**config.mk**
```make
export PLATFORM = sky130hd
export DESIGN_NAME = udt_trap
export DESIGN_NICKNAME = d
export VERILOG_FILES = /design/src/common/udt_pkg.sv /design/src/hdl/udt_trap.sv
export SDC_FILE = /design/constraint.sdc
export NUM_CORES = 1
export LEC_CHECK = 0
export BUFFER_PORTS_ARGS = -buffer_cell sky130_fd_sc_hd__buf_2
export CORE_MARGIN = 4
export CORE_UTILIZATION = 55
export DETAILED_ROUTE_END_ITERATION = 10
export PLACE_DENSITY = 0.76
export SYNTH_ARGS = -nofsm -noshare
export SYNTH_HDL_FRONTEND = slang
export SYNTH_SLANG_ARGS = --single-unit
```
**constraint.sdc**
```tcl
create_clock -name clk_sys -period 1.6 [get_ports clk_sys]
set_input_delay 0.08 -clock clk_sys [delete_from_list [all_inputs] [get_ports clk_sys]]
set_output_delay 0.08 -clock clk_sys [all_outputs]
set_load 0.01 [all_outputs]
```
**src/common/udt_pkg.sv**
```systemverilog
// Register map, field positions and carrier types for the user device trap block
package udt_pkg;

  // Register indices on the configuration port
  localparam logic [1:0][7:0] UDT_BASE_IDX  = {8'hC8, 8'hC4};
  localparam logic [1:0][7:0] UDT_CTRL_IDX  = {8'hCE, 8'hCD};
  localparam logic [7:0]      UDT_SWINT_IDX = 8'hD0;
  localparam logic [7:0]      UDT_TTEST_IDX = 8'hEC;

  // Reset values
  localparam logic [7:0]  UDT_CTRL_RST  = 8'h00;
  localparam logic [31:0] UDT_BASE_RST  = 32'h0000_0000;
  localparam logic [7:0]  UDT_TTEST_RST = 8'h00;
  localparam logic [7:0]  UDT_RD_ZERO   = 8'h00;

  // Control field positions
  localparam int UDT_MAP_BIT   = 7;
  localparam int UDT_WR_EN_BIT = 6;
  localparam int UDT_RD_EN_BIT = 5;
  localparam int UDT_IO_MSK_W  = 5;
  localparam int UDT_MEM_MSK_W = 7;
  localparam int UDT_MEM_LSB   = 9;

  localparam int UDT_NDEV = 2;

  // Bus cycle observed by the trap comparators
  typedef struct packed {
    logic        valid;
    logic        is_mem;
    logic        is_write;
    logic [31:0] addr;
  } udt_cycle_type;

  // Configuration port request
  typedef struct packed {
    logic       wr;
    logic       rd;
    logic [7:0] idx;
    logic [7:0] wdata;
  } udt_cfg_type;

  // Whole state of the block
  typedef struct packed {
    logic [UDT_NDEV-1:0][7:0]  ctrl;
    logic [UDT_NDEV-1:0][31:0] base;
    logic [7:0]                ttest;
    logic [7:0]                rdata;
    logic                      mgmt_int;
    logic [UDT_NDEV-1:0]       trap;
  } udt_state_type;

endpackage

```
**src/hdl/udt_trap.sv**
```systemverilog
// User device address trap control, base registers and software management interrupt
// Summary of operation
// - Control bit 7 selects I/O or memory space
// - I/O mode: bit 6 enables write tracking
// - I/O mode: bit 5 enables read tracking
// - I/O mode: bits 4:0 mask A[4:0]
// - Memory mode: bits 6:0 mask A[15:9]
// - Mask bit one ignores that address bit
// - Control registers read/write, reset to zero
// - Any write to trigger raises management interrupt
// - Trigger ignores data, reads back nothing
// - 32-bit base register compared per device
`timescale 1ns/1ps
`default_nettype none

module udt_trap
  import udt_pkg::*;
(
  // Clock and reset
  input  wire logic                clk_sys,
  input  wire logic                rst_n,
  // Configuration port
  input  wire udt_cfg_type         cfg,
  output logic [7:0]               cfg_rdata,
  // Observed bus cycles
  input  wire udt_cycle_type       cyc,
  // Events toward power management
  output logic [UDT_NDEV-1:0]      trap_pulse,
  output logic                     system_management_interrupt,
  // Timebase test value
  output logic [7:0]               timebase_test
);

  udt_state_type st_r;
  udt_state_type st_nxt;
  logic [UDT_NDEV-1:0] hit;

  // Per device comparators; the bus cycle is same-domain logic, no synchroniser
  genvar g;
  generate
    for (g = 0; g < UDT_NDEV; g++) begin : g_dev
      logic [7:0]  ctl;
      logic [31:0] diff;
      logic [31:0] io_care;
      logic [31:0] mem_care;
      logic        io_hit;
      logic        mem_hit;
      assign ctl      = st_r.ctrl[g];
      assign diff     = cyc.addr ^ st_r.base[g];
      assign io_care  = ~{27'h000_0000, ctl[UDT_IO_MSK_W-1:0]};
      assign mem_care = ~{16'h0000, ctl[UDT_MEM_MSK_W-1:0], 9'h1FF};
      assign io_hit   = cyc.valid && !cyc.is_mem && ((diff & io_care) == 32'h0000_0000)
                        && ((cyc.is_write && ctl[UDT_WR_EN_BIT])
                        || (!cyc.is_write && ctl[UDT_RD_EN_BIT]));
      // Memory mode tracks both directions; bits 6:0 are spent on the mask
      assign mem_hit  = cyc.valid && cyc.is_mem && ((diff & mem_care) == 32'h0000_0000);
      assign hit[g]   = ctl[UDT_MAP_BIT] ? mem_hit : io_hit;

      // Pulse checks look one cycle back, at the cycle that caused the pulse

      property p_space;
        @(posedge clk_sys) disable iff (!rst_n)
        st_r.trap[g] |-> $past(cyc.is_mem) == $past(st_r.ctrl[g][UDT_MAP_BIT]);
      endproperty
      a_space : assert property (p_space) else $error("trap in wrong space");

      property p_wr_gate;
        @(posedge clk_sys) disable iff (!rst_n)
        st_r.trap[g] && !$past(cyc.is_mem) && $past(cyc.is_write)
        |-> $past(st_r.ctrl[g][UDT_WR_EN_BIT]);
      endproperty
      a_wr_gate : assert property (p_wr_gate) else $error("write trap while disabled");

      property p_rd_gate;
        @(posedge clk_sys) disable iff (!rst_n)
        st_r.trap[g] && !$past(cyc.is_mem) && !$past(cyc.is_write)
        |-> $past(st_r.ctrl[g][UDT_RD_EN_BIT]);
      endproperty
      a_rd_gate : assert property (p_rd_gate) else $error("read trap while disabled");

      property p_io_mask;
        @(posedge clk_sys) disable iff (!rst_n)
        st_r.trap[g] && !$past(cyc.is_mem) |->
        ($past(cyc.addr[31:5]) == $past(st_r.base[g][31:5])) &&
        ((($past(cyc.addr[4:0]) ^ $past(st_r.base[g][4:0]))
          & ~$past(st_r.ctrl[g][4:0])) == 5'h00);
      endproperty
      a_io_mask : assert property (p_io_mask) else $error("io trap on mismatch");

      property p_mem_mask;
        @(posedge clk_sys) disable iff (!rst_n)
        st_r.trap[g] && $past(cyc.is_mem) |->
        ($past(cyc.addr[31:16]) == $past(st_r.base[g][31:16])) &&
        ((($past(cyc.addr[15:9]) ^ $past(st_r.base[g][15:9]))
          & ~$past(st_r.ctrl[g][6:0])) == 7'h00);
      endproperty
      a_mem_mask : assert property (p_mem_mask) else $error("mem trap on mismatch");

      // No mask bits set: any differing bit must block the pulse
      property p_exact;
        @(posedge clk_sys) disable iff (!rst_n)
        cyc.valid && st_r.ctrl[g] == 8'h60 && cyc.addr != st_r.base[g] |=> !st_r.trap[g];
      endproperty
      a_exact : assert property (p_exact) else $error("unmasked bit ignored");

      property p_event;
        @(posedge clk_sys) disable iff (!rst_n)
        hit[g] |=> st_r.trap[g] ##1 (st_r.trap[g] == $past(hit[g]));
      endproperty
      a_event : assert property (p_event) else $error("trap event missing");

      // Positive side: an enabled exact match must pulse
      property p_io_wr_hit;
        @(posedge clk_sys) disable iff (!rst_n)
        cyc.valid && !cyc.is_mem && cyc.is_write && !st_r.ctrl[g][UDT_MAP_BIT]
        && st_r.ctrl[g][UDT_WR_EN_BIT] && cyc.addr == st_r.base[g] |=> st_r.trap[g];
      endproperty
      a_io_wr_hit : assert property (p_io_wr_hit) else $error("io write not trapped");

      property p_io_rd_hit;
        @(posedge clk_sys) disable iff (!rst_n)
        cyc.valid && !cyc.is_mem && !cyc.is_write && !st_r.ctrl[g][UDT_MAP_BIT]
        && st_r.ctrl[g][UDT_RD_EN_BIT] && cyc.addr == st_r.base[g] |=> st_r.trap[g];
      endproperty
      a_io_rd_hit : assert property (p_io_rd_hit) else $error("io read not trapped");

      // Low nine address bits never take part in a memory compare
      property p_mem_hit;
        @(posedge clk_sys) disable iff (!rst_n)
        cyc.valid && cyc.is_mem && st_r.ctrl[g][UDT_MAP_BIT]
        && cyc.addr[31:9] == st_r.base[g][31:9] |=> st_r.trap[g];
      endproperty
      a_mem_hit : assert property (p_mem_hit) else $error("memory cycle not trapped");

      // Idle bus must never produce a pulse
      property p_trap_valid;
        @(posedge clk_sys) disable iff (!rst_n)
        st_r.trap[g] |-> $past(cyc.valid);
      endproperty
      a_trap_valid : assert property (p_trap_valid) else $error("trap without cycle");

      property p_ctrl_hold;
        @(posedge clk_sys) disable iff (!rst_n)
        !(cfg.wr && cfg.idx == UDT_CTRL_IDX[g]) |=> st_r.ctrl[g] == $past(st_r.ctrl[g]);
      endproperty
      a_ctrl_hold : assert property (p_ctrl_hold) else $error("control changed unasked");

      property p_ctrl_wr;
        @(posedge clk_sys) disable iff (!rst_n)
        cfg.wr && cfg.idx == UDT_CTRL_IDX[g] |=> st_r.ctrl[g] == $past(cfg.wdata);
      endproperty
      a_ctrl_wr : assert property (p_ctrl_wr) else $error("control write lost");

      // Main scenarios
      c_mem_trap : cover property (@(posedge clk_sys) disable iff (!rst_n)
        st_r.trap[g] && $past(cyc.is_mem));
      c_io_wr_trap : cover property (@(posedge clk_sys) disable iff (!rst_n)
        st_r.trap[g] && !$past(cyc.is_mem) && $past(cyc.is_write));
    end
  endgenerate

  // Next state: register writes, read data, event pulses
  always_comb begin
    st_nxt       = st_r;
    st_nxt.mgmt_int = 1'b0;
    st_nxt.rdata = UDT_RD_ZERO;
    st_nxt.trap  = hit;
    for (int d = 0; d < UDT_NDEV; d++) begin
      if (cfg.wr && cfg.idx == UDT_CTRL_IDX[d]) begin
        st_nxt.ctrl[d] = cfg.wdata;
      end
      if (cfg.rd && cfg.idx == UDT_CTRL_IDX[d]) begin
        st_nxt.rdata = st_r.ctrl[d];
      end
      for (int b = 0; b < 4; b++) begin
        if (cfg.wr && cfg.idx == UDT_BASE_IDX[d] + 8'(b)) begin
          st_nxt.base[d][8*b +: 8] = cfg.wdata;
        end
        if (cfg.rd && cfg.idx == UDT_BASE_IDX[d] + 8'(b)) begin
          st_nxt.rdata = st_r.base[d][8*b +: 8];
        end
      end
    end
    // Data is irrelevant; only the strobe matters
    if (cfg.wr && cfg.idx == UDT_SWINT_IDX) begin
      st_nxt.mgmt_int = 1'b1;
    end
    // Test only; normal software leaves it alone
    if (cfg.wr && cfg.idx == UDT_TTEST_IDX) begin
      st_nxt.ttest = cfg.wdata;
    end
    if (cfg.rd && cfg.idx == UDT_TTEST_IDX) begin
      st_nxt.rdata = st_r.ttest;
    end
  end

  always_ff @(posedge clk_sys or negedge rst_n) begin
    if (!rst_n) begin
      st_r.ctrl  <= {UDT_NDEV{UDT_CTRL_RST}};
      st_r.base  <= {UDT_NDEV{UDT_BASE_RST}};
      st_r.ttest <= UDT_TTEST_RST;
      st_r.rdata <= UDT_RD_ZERO;
      st_r.mgmt_int <= 1'b0;
      st_r.trap  <= '0;
    end else begin
      st_r <= st_nxt;
    end
  end

  assign cfg_rdata                   = st_r.rdata;
  assign trap_pulse                  = st_r.trap;
  assign system_management_interrupt = st_r.mgmt_int;
  assign timebase_test               = st_r.ttest;

  // Register port checks; each strobe is a single cycle

  property p_swint;
    @(posedge clk_sys) disable iff (!rst_n)
    system_management_interrupt == $past(cfg.wr && cfg.idx == UDT_SWINT_IDX);
  endproperty
  a_swint : assert property (p_swint) else $error("management interrupt mismatch");

  property p_swint_rd;
    @(posedge clk_sys) disable iff (!rst_n)
    cfg.rd && cfg.idx == UDT_SWINT_IDX |=> cfg_rdata == UDT_RD_ZERO;
  endproperty
  a_swint_rd : assert property (p_swint_rd) else $error("trigger read not zero");

  // Bench leaves one idle cycle between accesses
  property p_ctrl_rb;
    @(posedge clk_sys) disable iff (!rst_n)
    cfg.wr && !cfg.rd && cfg.idx == UDT_CTRL_IDX[1]
    ##2 cfg.rd && !cfg.wr && cfg.idx == UDT_CTRL_IDX[1]
    |=> cfg_rdata == $past(cfg.wdata, 3);
  endproperty
  a_ctrl_rb : assert property (p_ctrl_rb) else $error("control readback wrong");

  property p_base_rb;
    @(posedge clk_sys) disable iff (!rst_n)
    cfg.wr && cfg.idx == UDT_BASE_IDX[1] |=> st_r.base[1][7:0] == $past(cfg.wdata);
  endproperty
  a_base_rb : assert property (p_base_rb) else $error("base byte not stored");

  property p_base_rb0;
    @(posedge clk_sys) disable iff (!rst_n)
    cfg.wr && cfg.idx == UDT_BASE_IDX[0] |=> st_r.base[0][7:0] == $past(cfg.wdata);
  endproperty
  a_base_rb0 : assert property (p_base_rb0) else $error("base byte not stored");

  // Read data must not linger, or a stale value looks like a register
  property p_rdata_idle;
    @(posedge clk_sys) disable iff (!rst_n)
    !cfg.rd |=> cfg_rdata == UDT_RD_ZERO;
  endproperty
  a_rdata_idle : assert property (p_rdata_idle) else $error("read data not cleared");

  property p_ttest_wr;
    @(posedge clk_sys) disable iff (!rst_n)
    cfg.wr && cfg.idx == UDT_TTEST_IDX |=> timebase_test == $past(cfg.wdata);
  endproperty
  a_ttest_wr : assert property (p_ttest_wr) else $error("timer test write lost");

  property p_ttest_hold;
    @(posedge clk_sys) disable iff (!rst_n)
    !(cfg.wr && cfg.idx == UDT_TTEST_IDX) |=> $stable(timebase_test);
  endproperty
  a_ttest_hold : assert property (p_ttest_hold) else $error("timer test changed");

  // Only a write strobe may raise the interrupt, never a read
  property p_swint_src;
    @(posedge clk_sys) disable iff (!rst_n)
    system_management_interrupt |-> $past(cfg.wr);
  endproperty
  a_swint_src : assert property (p_swint_src) else $error("interrupt without write");

  // Main scenarios
  c_swint : cover property (@(posedge clk_sys) disable iff (!rst_n)
    system_management_interrupt);
  c_both : cover property (@(posedge clk_sys) disable iff (!rst_n)
    &trap_pulse);

endmodule

`default_nettype wire

```
== After elaboration in Yosys (flattened, before gate mapping) ==
Cells that the tools add are included.

* Bitwise gates (word level): 10
* Muxes and demuxes: 14
* Eq/ne operators: 12
* Reductions and logical operators: 43

{| class="wikitable"
|+ Operators with widths
! kind !! count
|-
| 32-bit bitwise AND || 4
|-
| 32-bit logical NOT || 4
|-
| 8-bit == test (second input constant) || 12
|-
| 8-bit two-way mux || 11
|-
| 16-bit inverter with 32-bit output || 2
|-
| 5-bit inverter with 32-bit output || 2
|-
| 32-bit XOR || 2
|-
| 1-bit logical AND || 35
|-
| 1-bit two-way mux || 3
|-
| 1-bit logical NOT || 2
|-
| 1-bit logical OR || 2
|}

* Output and inout bits: 19
* Register bits after elaboration: 99
* Word-level logic and storage cells: 93

== Logic depth before layout (Yosys ltp) ==
Gate-level depths: netlist of run 1.

* Word-level depth: 13
* Mapped depth: 8

== Worst setup path after synthesis of run 1 ==
Ideal clock, no wire load.

* Kind: input -> register
* Start: in cfg[12] (netlist bit)
* End: reg st_r[31] (netlist bit)
* Stages: 6
* Slack: 0.094 ns
* Path buffers: 2
* Data required time: 1.475 ns
* Arrival time: 1.381 ns
* Cells stage by stage: nand4bb_1 > buf_2 > or3_1 > buf_6 > nor2_8 > mux2_2

* Word-level cells in the longest chain between the ends: 2

{| class="wikitable"
|+ Ends and longest elaborated chain
! item !! line !! source
|-
| start, declared || udt_trap.sv:23 || <nowiki>input wire udt_cfg_type cfg,</nowiki>
|-
| 8-bit == test || udt_trap.sv:176 || <nowiki>if (cfg.wr && cfg.idx == UDT_BASE_IDX[d] + 8'(b)) begin</nowiki>
|-
| 1-bit logical AND || udt_trap.sv:176 ||
|-
| end signal, assigned || udt_trap.sv:206 || <nowiki>st_r <= st_nxt;</nowiki>
|-
| end, declared || udt_trap.sv:34 || <nowiki>udt_state_type st_r;</nowiki>
|}

Every way passes these cells.
A chain may end at the register's enable or synchronous reset.

== Worst setup path in the final report of run 1 ==
* Start: reg st_r[63] (netlist bit)
* End: reg st_r, in the netlist trap_pulse[1]

* Word-level cells in the longest chain between the ends: 6
* Elaborated cells on any way between the ends: 9

{| class="wikitable"
|+ Ends and longest elaborated chain
! item !! line !! source
|-
| 32-bit XOR * || udt_trap.sv:49 || <nowiki>assign diff = cyc.addr ^ st_r.base[g];</nowiki>
|-
| 32-bit bitwise AND || udt_trap.sv:52 || <nowiki>assign io_hit = cyc.valid && !cyc.is_mem && ((diff & io_care) == 32'h0000_0000)</nowiki>
|-
| 32-bit logical NOT || udt_trap.sv:52 ||
|-
| 1-bit logical AND || udt_trap.sv:52 ||
|-
| 1-bit logical AND || udt_trap.sv:53 || <nowiki>&& ((cyc.is_write && ctl[UDT_WR_EN_BIT])</nowiki>
|-
| 1-bit two-way mux * || udt_trap.sv:57 || <nowiki>assign hit[g] = ctl[UDT_MAP_BIT] ? mem_hit : io_hit;</nowiki>
|-
| named net hit[1] || udt_trap.sv:36 || <nowiki>logic [UDT_NDEV-1:0] hit;</nowiki>
|}

Mark *: on every way through the listed nets, which the timed path passes. The rest lies on a longest branch.

==> results of run 1 <==
## area by class of cell
cell class | count | area, sq um | area share
multi-input combinational | 350 | 3000 | 0.445
tap | 136 | 170 | 0.0252
clock inverter | 6 | 87.6 | 0.0130
timing repair buffer | 127 | 866 | 0.128
sequential | 99 | 2480 | 0.368
inverter | 4 | 15.0 | 0.00223
clock buffer | 10 | 128 | 0.0189
## through the flow
| stage | utilization | hold WS (ns) | setup TNS (ns) | power (uW) | cell area [sq um] |
|---|---|---|---|---|---|
| after floorplan | - | -0.216 | 0 | 3160 | 5770 |
| after global placement | 0.630 | -0.00163 | -1.30 | 3520 | 6480 |
| after detailed placement | 0.630 | -0.00265 | -3.12 | 3540 | 6480 |
| after CTS | 0.654 | 0.0952 | 0 | 5310 | 6720 |
| after global routing | 0.656 | 0.0928 | 0 | 5500 | 6740 |
| final | 0.656 | 0.113 | 0 | 5280 | 6740 |
## metal layers
layer,routed length [um],track usage,vias up
met5,0,0,-
met4,539,0.112,0
met3,1130,0.0614,41
met2,7900,0.441,166
met1,6940,0.375,2217
li1,-,-,2018
## sequential cells by signal, summed over array words and instances, names as in the netlist
register                     count
st_r                            64
cfg_rdata                        8
system_management_interrupt      1
trap_pulse                       2
timebase_test                    8
g_dev.ctl                       16
## layout by cell type (no fill, tap or decap), types with 8 or more instances in the layout
| cell | synthesis | final |
|---|---|---|
| dfrtp_1 | 99 | 98 |
| o22ai_1 | 19 | 19 |
| clkbuf_8 | 0 | 9 |
| xnor2_1 | 32 | 31 |
| nand2b_1 | 10 | 10 |
| nor4_1 | 11 | 11 |
| nand3_1 | 8 | 8 |
| xor2_1 | 32 | 32 |
| nand2_1 | 13 | 13 |
| a21oi_1 | 11 | 11 |
| buf_4 | 21 | 46 |
| buf_2 | 11 | 72 |
| mux2_2 | 94 | 94 |
| nor2_1 | 13 | 13 |
## path summary, 6_finish.rpt
kind,startpoint,to,cells past startpoint,slack (ns)
max,st_r[63],trap_pulse[1],5,0.03
min reg2reg,timebase_test[7],timebase_test[7],1,0.55
max reg2reg,st_r[63],trap_pulse[1],5,0.03
min in group asynchronous,rst_n,timebase_test[0],2,0.13
min,cyc[34],trap_pulse[0],4,0.11
max in group asynchronous,rst_n,st_r[80],3,0.91
## worst register-to-register path: stages (launching register included)
cell and delay [ns]:
dfrtp_1 0.44, xnor2_1 0.33, nand4_1 0.17, nor4_1 0.27, a21oi_1 0.18, nor2_1 0.12
## cell families after synthesis
logic type      count (synthesis)
flops                          99
xor+xnor                       64
mux                            97
buf+inv                        54
compound gates                 88
simple gates                  101
## what timing repair did
action,in CTS,in global routing
hold buffers,2,0
endpoints found under the setup margin,1,6
pin swaps,0,1
resized for setup,1,7
setup buffers,0,1
hold endpoints to repair,100,0
## power by group
group	internal (uW)	switching (uW)	total, uW
Combinational	366	408	774
Clock	888	880	1770
Sequential	2610	129	2740
Total	3860	1420	5280
==> out/metrics.cfg, run 1 <==
[clock_tree]
cts.sinks = 99
clk_pin_slew_ns = 0.10
insertion_delay_ns = 0.38
cts_root_buf = clkbuf_8
clockBufferDepth = 2
numCtsBuffers = 9
htreeDepth = 3
cts_tree = done

[sta]
setup_viol = 0
relSlewSlack = 0.737
rsz0062_at_grt = false
tightest_slew_ns = 0.390
hold_viol = 0
finalCritPeriodShare = 0.978
min_period_ns = 1.57
postLayoutSetupSlackWorst_ns = 0.0344
fmax_mhz = 639
skew_ns = 0.0122
maxSlewViolCount = 0

[routing]
ant_nets = 0
drc = 0
first_iter_violations = 354
drt_wl_total_um = 16500
first_pass_iters = 5
drt-wirelength-per-cell_um = 22.6
num_vias = 4442
avgViaCountPerCell = 6.07

[logic_synthesis]
synth_edf_count = 0
postSynthNetCount = 558
netlist_instances = 503
ys_types = 60
synth-seq-cells = 99
async_flop_share = 1.00
synthSimpleGateAreaFrac = 0.118
synth-adder-area-share = 0
yosysTopAreaCellShare = 0.429
synth.area.mux_share = 0.189
synth_xor_xnor_area_share = 0.0971
synth-compound-area-share = 0.112
synthTopCellsByCount = 99 x dfrtp_1, 94 x mux2_2, 32 x xnor2_1, 32 x xor2_1, 21 x buf_4
ys_seq_area_frac = 0.429
yosysMostFrequentCell = dfrtp_1
synthFlopType = dfrtp_1
yosysWarnings = 0
synth_top_family_by_area = multiplexers
synth_largest_area_cell = dfrtp_1
syn_avg_cell_area_sq_um = 11.5
ys_top_cells_by_area = dfrtp_1 43%, mux2_2 18%, xnor2_1 4.9%
synth_area_sq_mm = 0.00577

[pwr]
peakVddDrop_mv = 0.677
p_leak_uw = 0.00334
cellPowerDensity_mw_per_mm2 = 783

[setup_path]
crit_fanout = 3
path_delay_family = simple AND/OR/NAND/NOR gates
setup.worst_path.end_class = flop
cp_cell_sequence = xnor2_1 -> nand4_1 -> nor4_1 -> a21oi_1 -> nor2_1
crit_required_ns = 1.92
worst-setup-path-type = reg2reg
cp_slowest_cell = dfrtp_1
path_buf_inv = 0
slowest_delay_ns = 0.44
worst_setup_path_start_kind = flop
cp.arrival_ns = 1.88

[final_layout]
fillers = 867
diodes = 0
area_growth_pct = 16.8
drive_gt1_frac = 0.421
nets = 646
stdcell_count = 732

[run]
max-cap-violations = 0

[placement]
numPortBuffers = 73
dp.cells = 713
dp_slack_ns = -0.129
routabilityCongestion = 0.979
dp_hpwl_um = 12900

[grt]
grt_remaining_overflow = 0
grt_pass1_wl_um = 26600
gr-usage-all-layers = 0.280
grt_max_degree = 33
grt_pass1_vias = 4742
grt_antenna_before_repair = 0

[floorplan]
start_util = 0.562
die-height_um = 110
die_w_um = 110
num_io_pins = 74
design.die.area_sq_mm = 0.0122
fp-row-count = 37
core_sq_mm = 0.0103

[min_path]
holdCritPathClass = in2reg

[run_status]
outcome = finished clean

(Power assumes the default switching activity.)
==> run 2, diff against run 1 <==
--- a/config.mk
+++ b/config.mk
@@ -9,7 +9,7 @@
 export CORE_MARGIN = 4
 export CORE_UTILIZATION = 55
 export DETAILED_ROUTE_END_ITERATION = 10
-export PLACE_DENSITY = 0.76
+export PLACE_DENSITY = 0.77
 export SYNTH_ARGS = -nofsm -noshare
 export SYNTH_HDL_FRONTEND = slang
 export SYNTH_SLANG_ARGS = --single-unit
==> out/metrics.cfg, run 2 (synthesized netlist as in run 1, its figures left out) <==
[final_layout]
nets = 640
drive_gt1_frac = 0.425
mostFrequentLayoutCells = 98 x dfrtp_1, 94 x mux2_2, 72 x buf_2
largest_register = st_r
design_area_sq_mm = 0.00673
largest_reg_flops = 64
diodes = 0
area_growth_pct = 16.6
final_common_cell = dfrtp_1

[sta]
fmax_mhz = 641
maxSlewViolCount = 0
finalCritPeriodShare = 0.975
holdWs_ns = 0.125
tightest_slew_ns = 0.501
skew_ns = 0.0110
hold_viol = 0
setup_viol = 0
relSlewSlack = 0.663
min_period_ns = 1.56
rsz0062_at_grt = true

[placement]
place_area_sq_mm = 0.00643
numPortBuffers = 73
routabilityCongestion = 0.936
dp_hpwl_um = 12800

[clock_tree]
cts.sinks = 99
numCtsBuffers = 9
clk_pin_slew_ns = 0.09
cts_tree = done
cts_root_buf = clkbuf_8
insertion_delay_ns = 0.37
clockBufferDepth = 2
htreeDepth = 3

[routing]
drt-wirelength-per-cell_um = 23.0
num_vias = 4468
first_pass_iters = 5
drc = 0
ant_nets = 0
avgViaCountPerCell = 6.15
drt_wl_total_um = 16700
first_iter_violations = 281

[grt]
grt_pass1_wl_um = 26200
gr-usage-all-layers = 0.277
grt_remaining_overflow = 0
grt_pass1_vias = 4732
grt_antenna_before_repair = 0
grt_max_degree = 35

[setup_path]
worst_setup_path_start_kind = primary input
cp_common_cell = buf_4
cp.depth = 8
cp_cell_sequence = buf_2 -> dlygate4sd3_1 -> buf_4 -> and3b_1 -> and2_0 -> buf_4 -> a22oi_1 -> o21ai_1
path_buf_inv = 4
rr_worst_depth = 5
crit_fanout = 5
crit_required_ns = 1.85
setup.worst_path.end_class = flop
path_delay_family = buffers and inverters
slowest_delay_ns = 0.55
cp.arrival_ns = 1.81
cp_slowest_cell = dlygate4sd3_1
worst-setup-path-type = in2reg

[floorplan]
num_io_pins = 74
design.die.area_sq_mm = 0.0122
core_sq_mm = 0.0103
start_util = 0.562
fp-row-count = 37
die-height_um = 110
die_w_um = 110

[min_path]
hold_path_depth = 2
holdCritPathClass = in2reg

[pwr]
p_leak_uw = 0.00332
peakVddDrop_mv = 0.558
cellPowerDensity_mw_per_mm2 = 776

[run_status]
outcome = finished clean

[run]
max-cap-violations = 0

==> run 2: changes by cell type in the layout (fill, tap and decap cells not counted), moves of 2 or more <==
cell       before  now
a2111oi_1       2    0
xnor2_2         1    4
clkbuf_8        9   12
buf_4          46   40
xnor2_1        31   28
==> run 2: final timing paths <==
| path | start | end | slack (ns) |
|---|---|---|---|
| setup / recovery | cfg[13] | cfg_rdata[1] | 0.04 |
| min in group asynchronous | rst_n | timebase_test[4] | 0.20 |
| hold reg to reg | timebase_test[6] | cfg_rdata[6] | 0.54 |
| hold / removal | cfg[7] | st_r[66] | 0.12 |
| setup reg to reg | st_r[46] | cfg_rdata[3] | 0.05 |
| max in group asynchronous | rst_n | st_r[33] | 0.84 |
==> run 2: power by group <==
group / total [uW] / switching, uW / internal (uW)
combinational: 779 / 413 / 365
sequential: 2730 / 127 / 2610
clock: 1710 / 856 / 856
total: 5220 / 1400 / 3830
==> run 2: metrics by stage <==
| step | setup slack [ns] | util | TNS [ns] | total power (uW) | instances |
|---|---|---|---|---|---|
| after floorplan | 0.0938 | - | 0 | 3160 | 503 |
| after global placement | -0.0641 | 0.626 | -0.866 | 3510 | 707 |
| after detailed placement | -0.0657 | 0.626 | -1.62 | 3530 | 707 |
| after CTS | 0.0145 | 0.649 | 0 | 5240 | 725 |
| after global routing | -0.0395 | 0.655 | -0.0395 | 5440 | 726 |
| final | 0.0400 | 0.655 | 0 | 5220 | 726 |
==> run 2: cell type report <==
type                       count  area (sq um)
multi-input combinational    350          3040
sequential                    99          2480
clock inverter                 3          43.8
tap                          136           170
timing repair buffer         121           821
inverter                       4          15.0
fill                         819          3540
clock buffer                  13           169
==> run 2: routing by layer <==
layer  global-route usage  vias up  share of wire
met5                    0        -              0
met4                0.116        0          0.034
met3               0.0384       38          0.043
met2                0.448      149           0.49
met1                0.374     2268           0.44
li1                     -     2013              -
==> run 2: worst register-to-register path: cells and delay by family, from the launching register on <==
family,cells,cell delay (ns)
AO/OA/AOI/OAI,4,0.69
flip-flops,1,0.42
multiplexers,1,0.32
==> run 2: what timing repair did <==
action | in CTS | in global routing
setup endpoints to repair | 1 | 6
setup buffers | 0 | 1
hold buffers | 2 | 0
gates resized for setup | 1 | 11
hold endpoints to repair | 32 | 0
pin swaps | 0 | 1
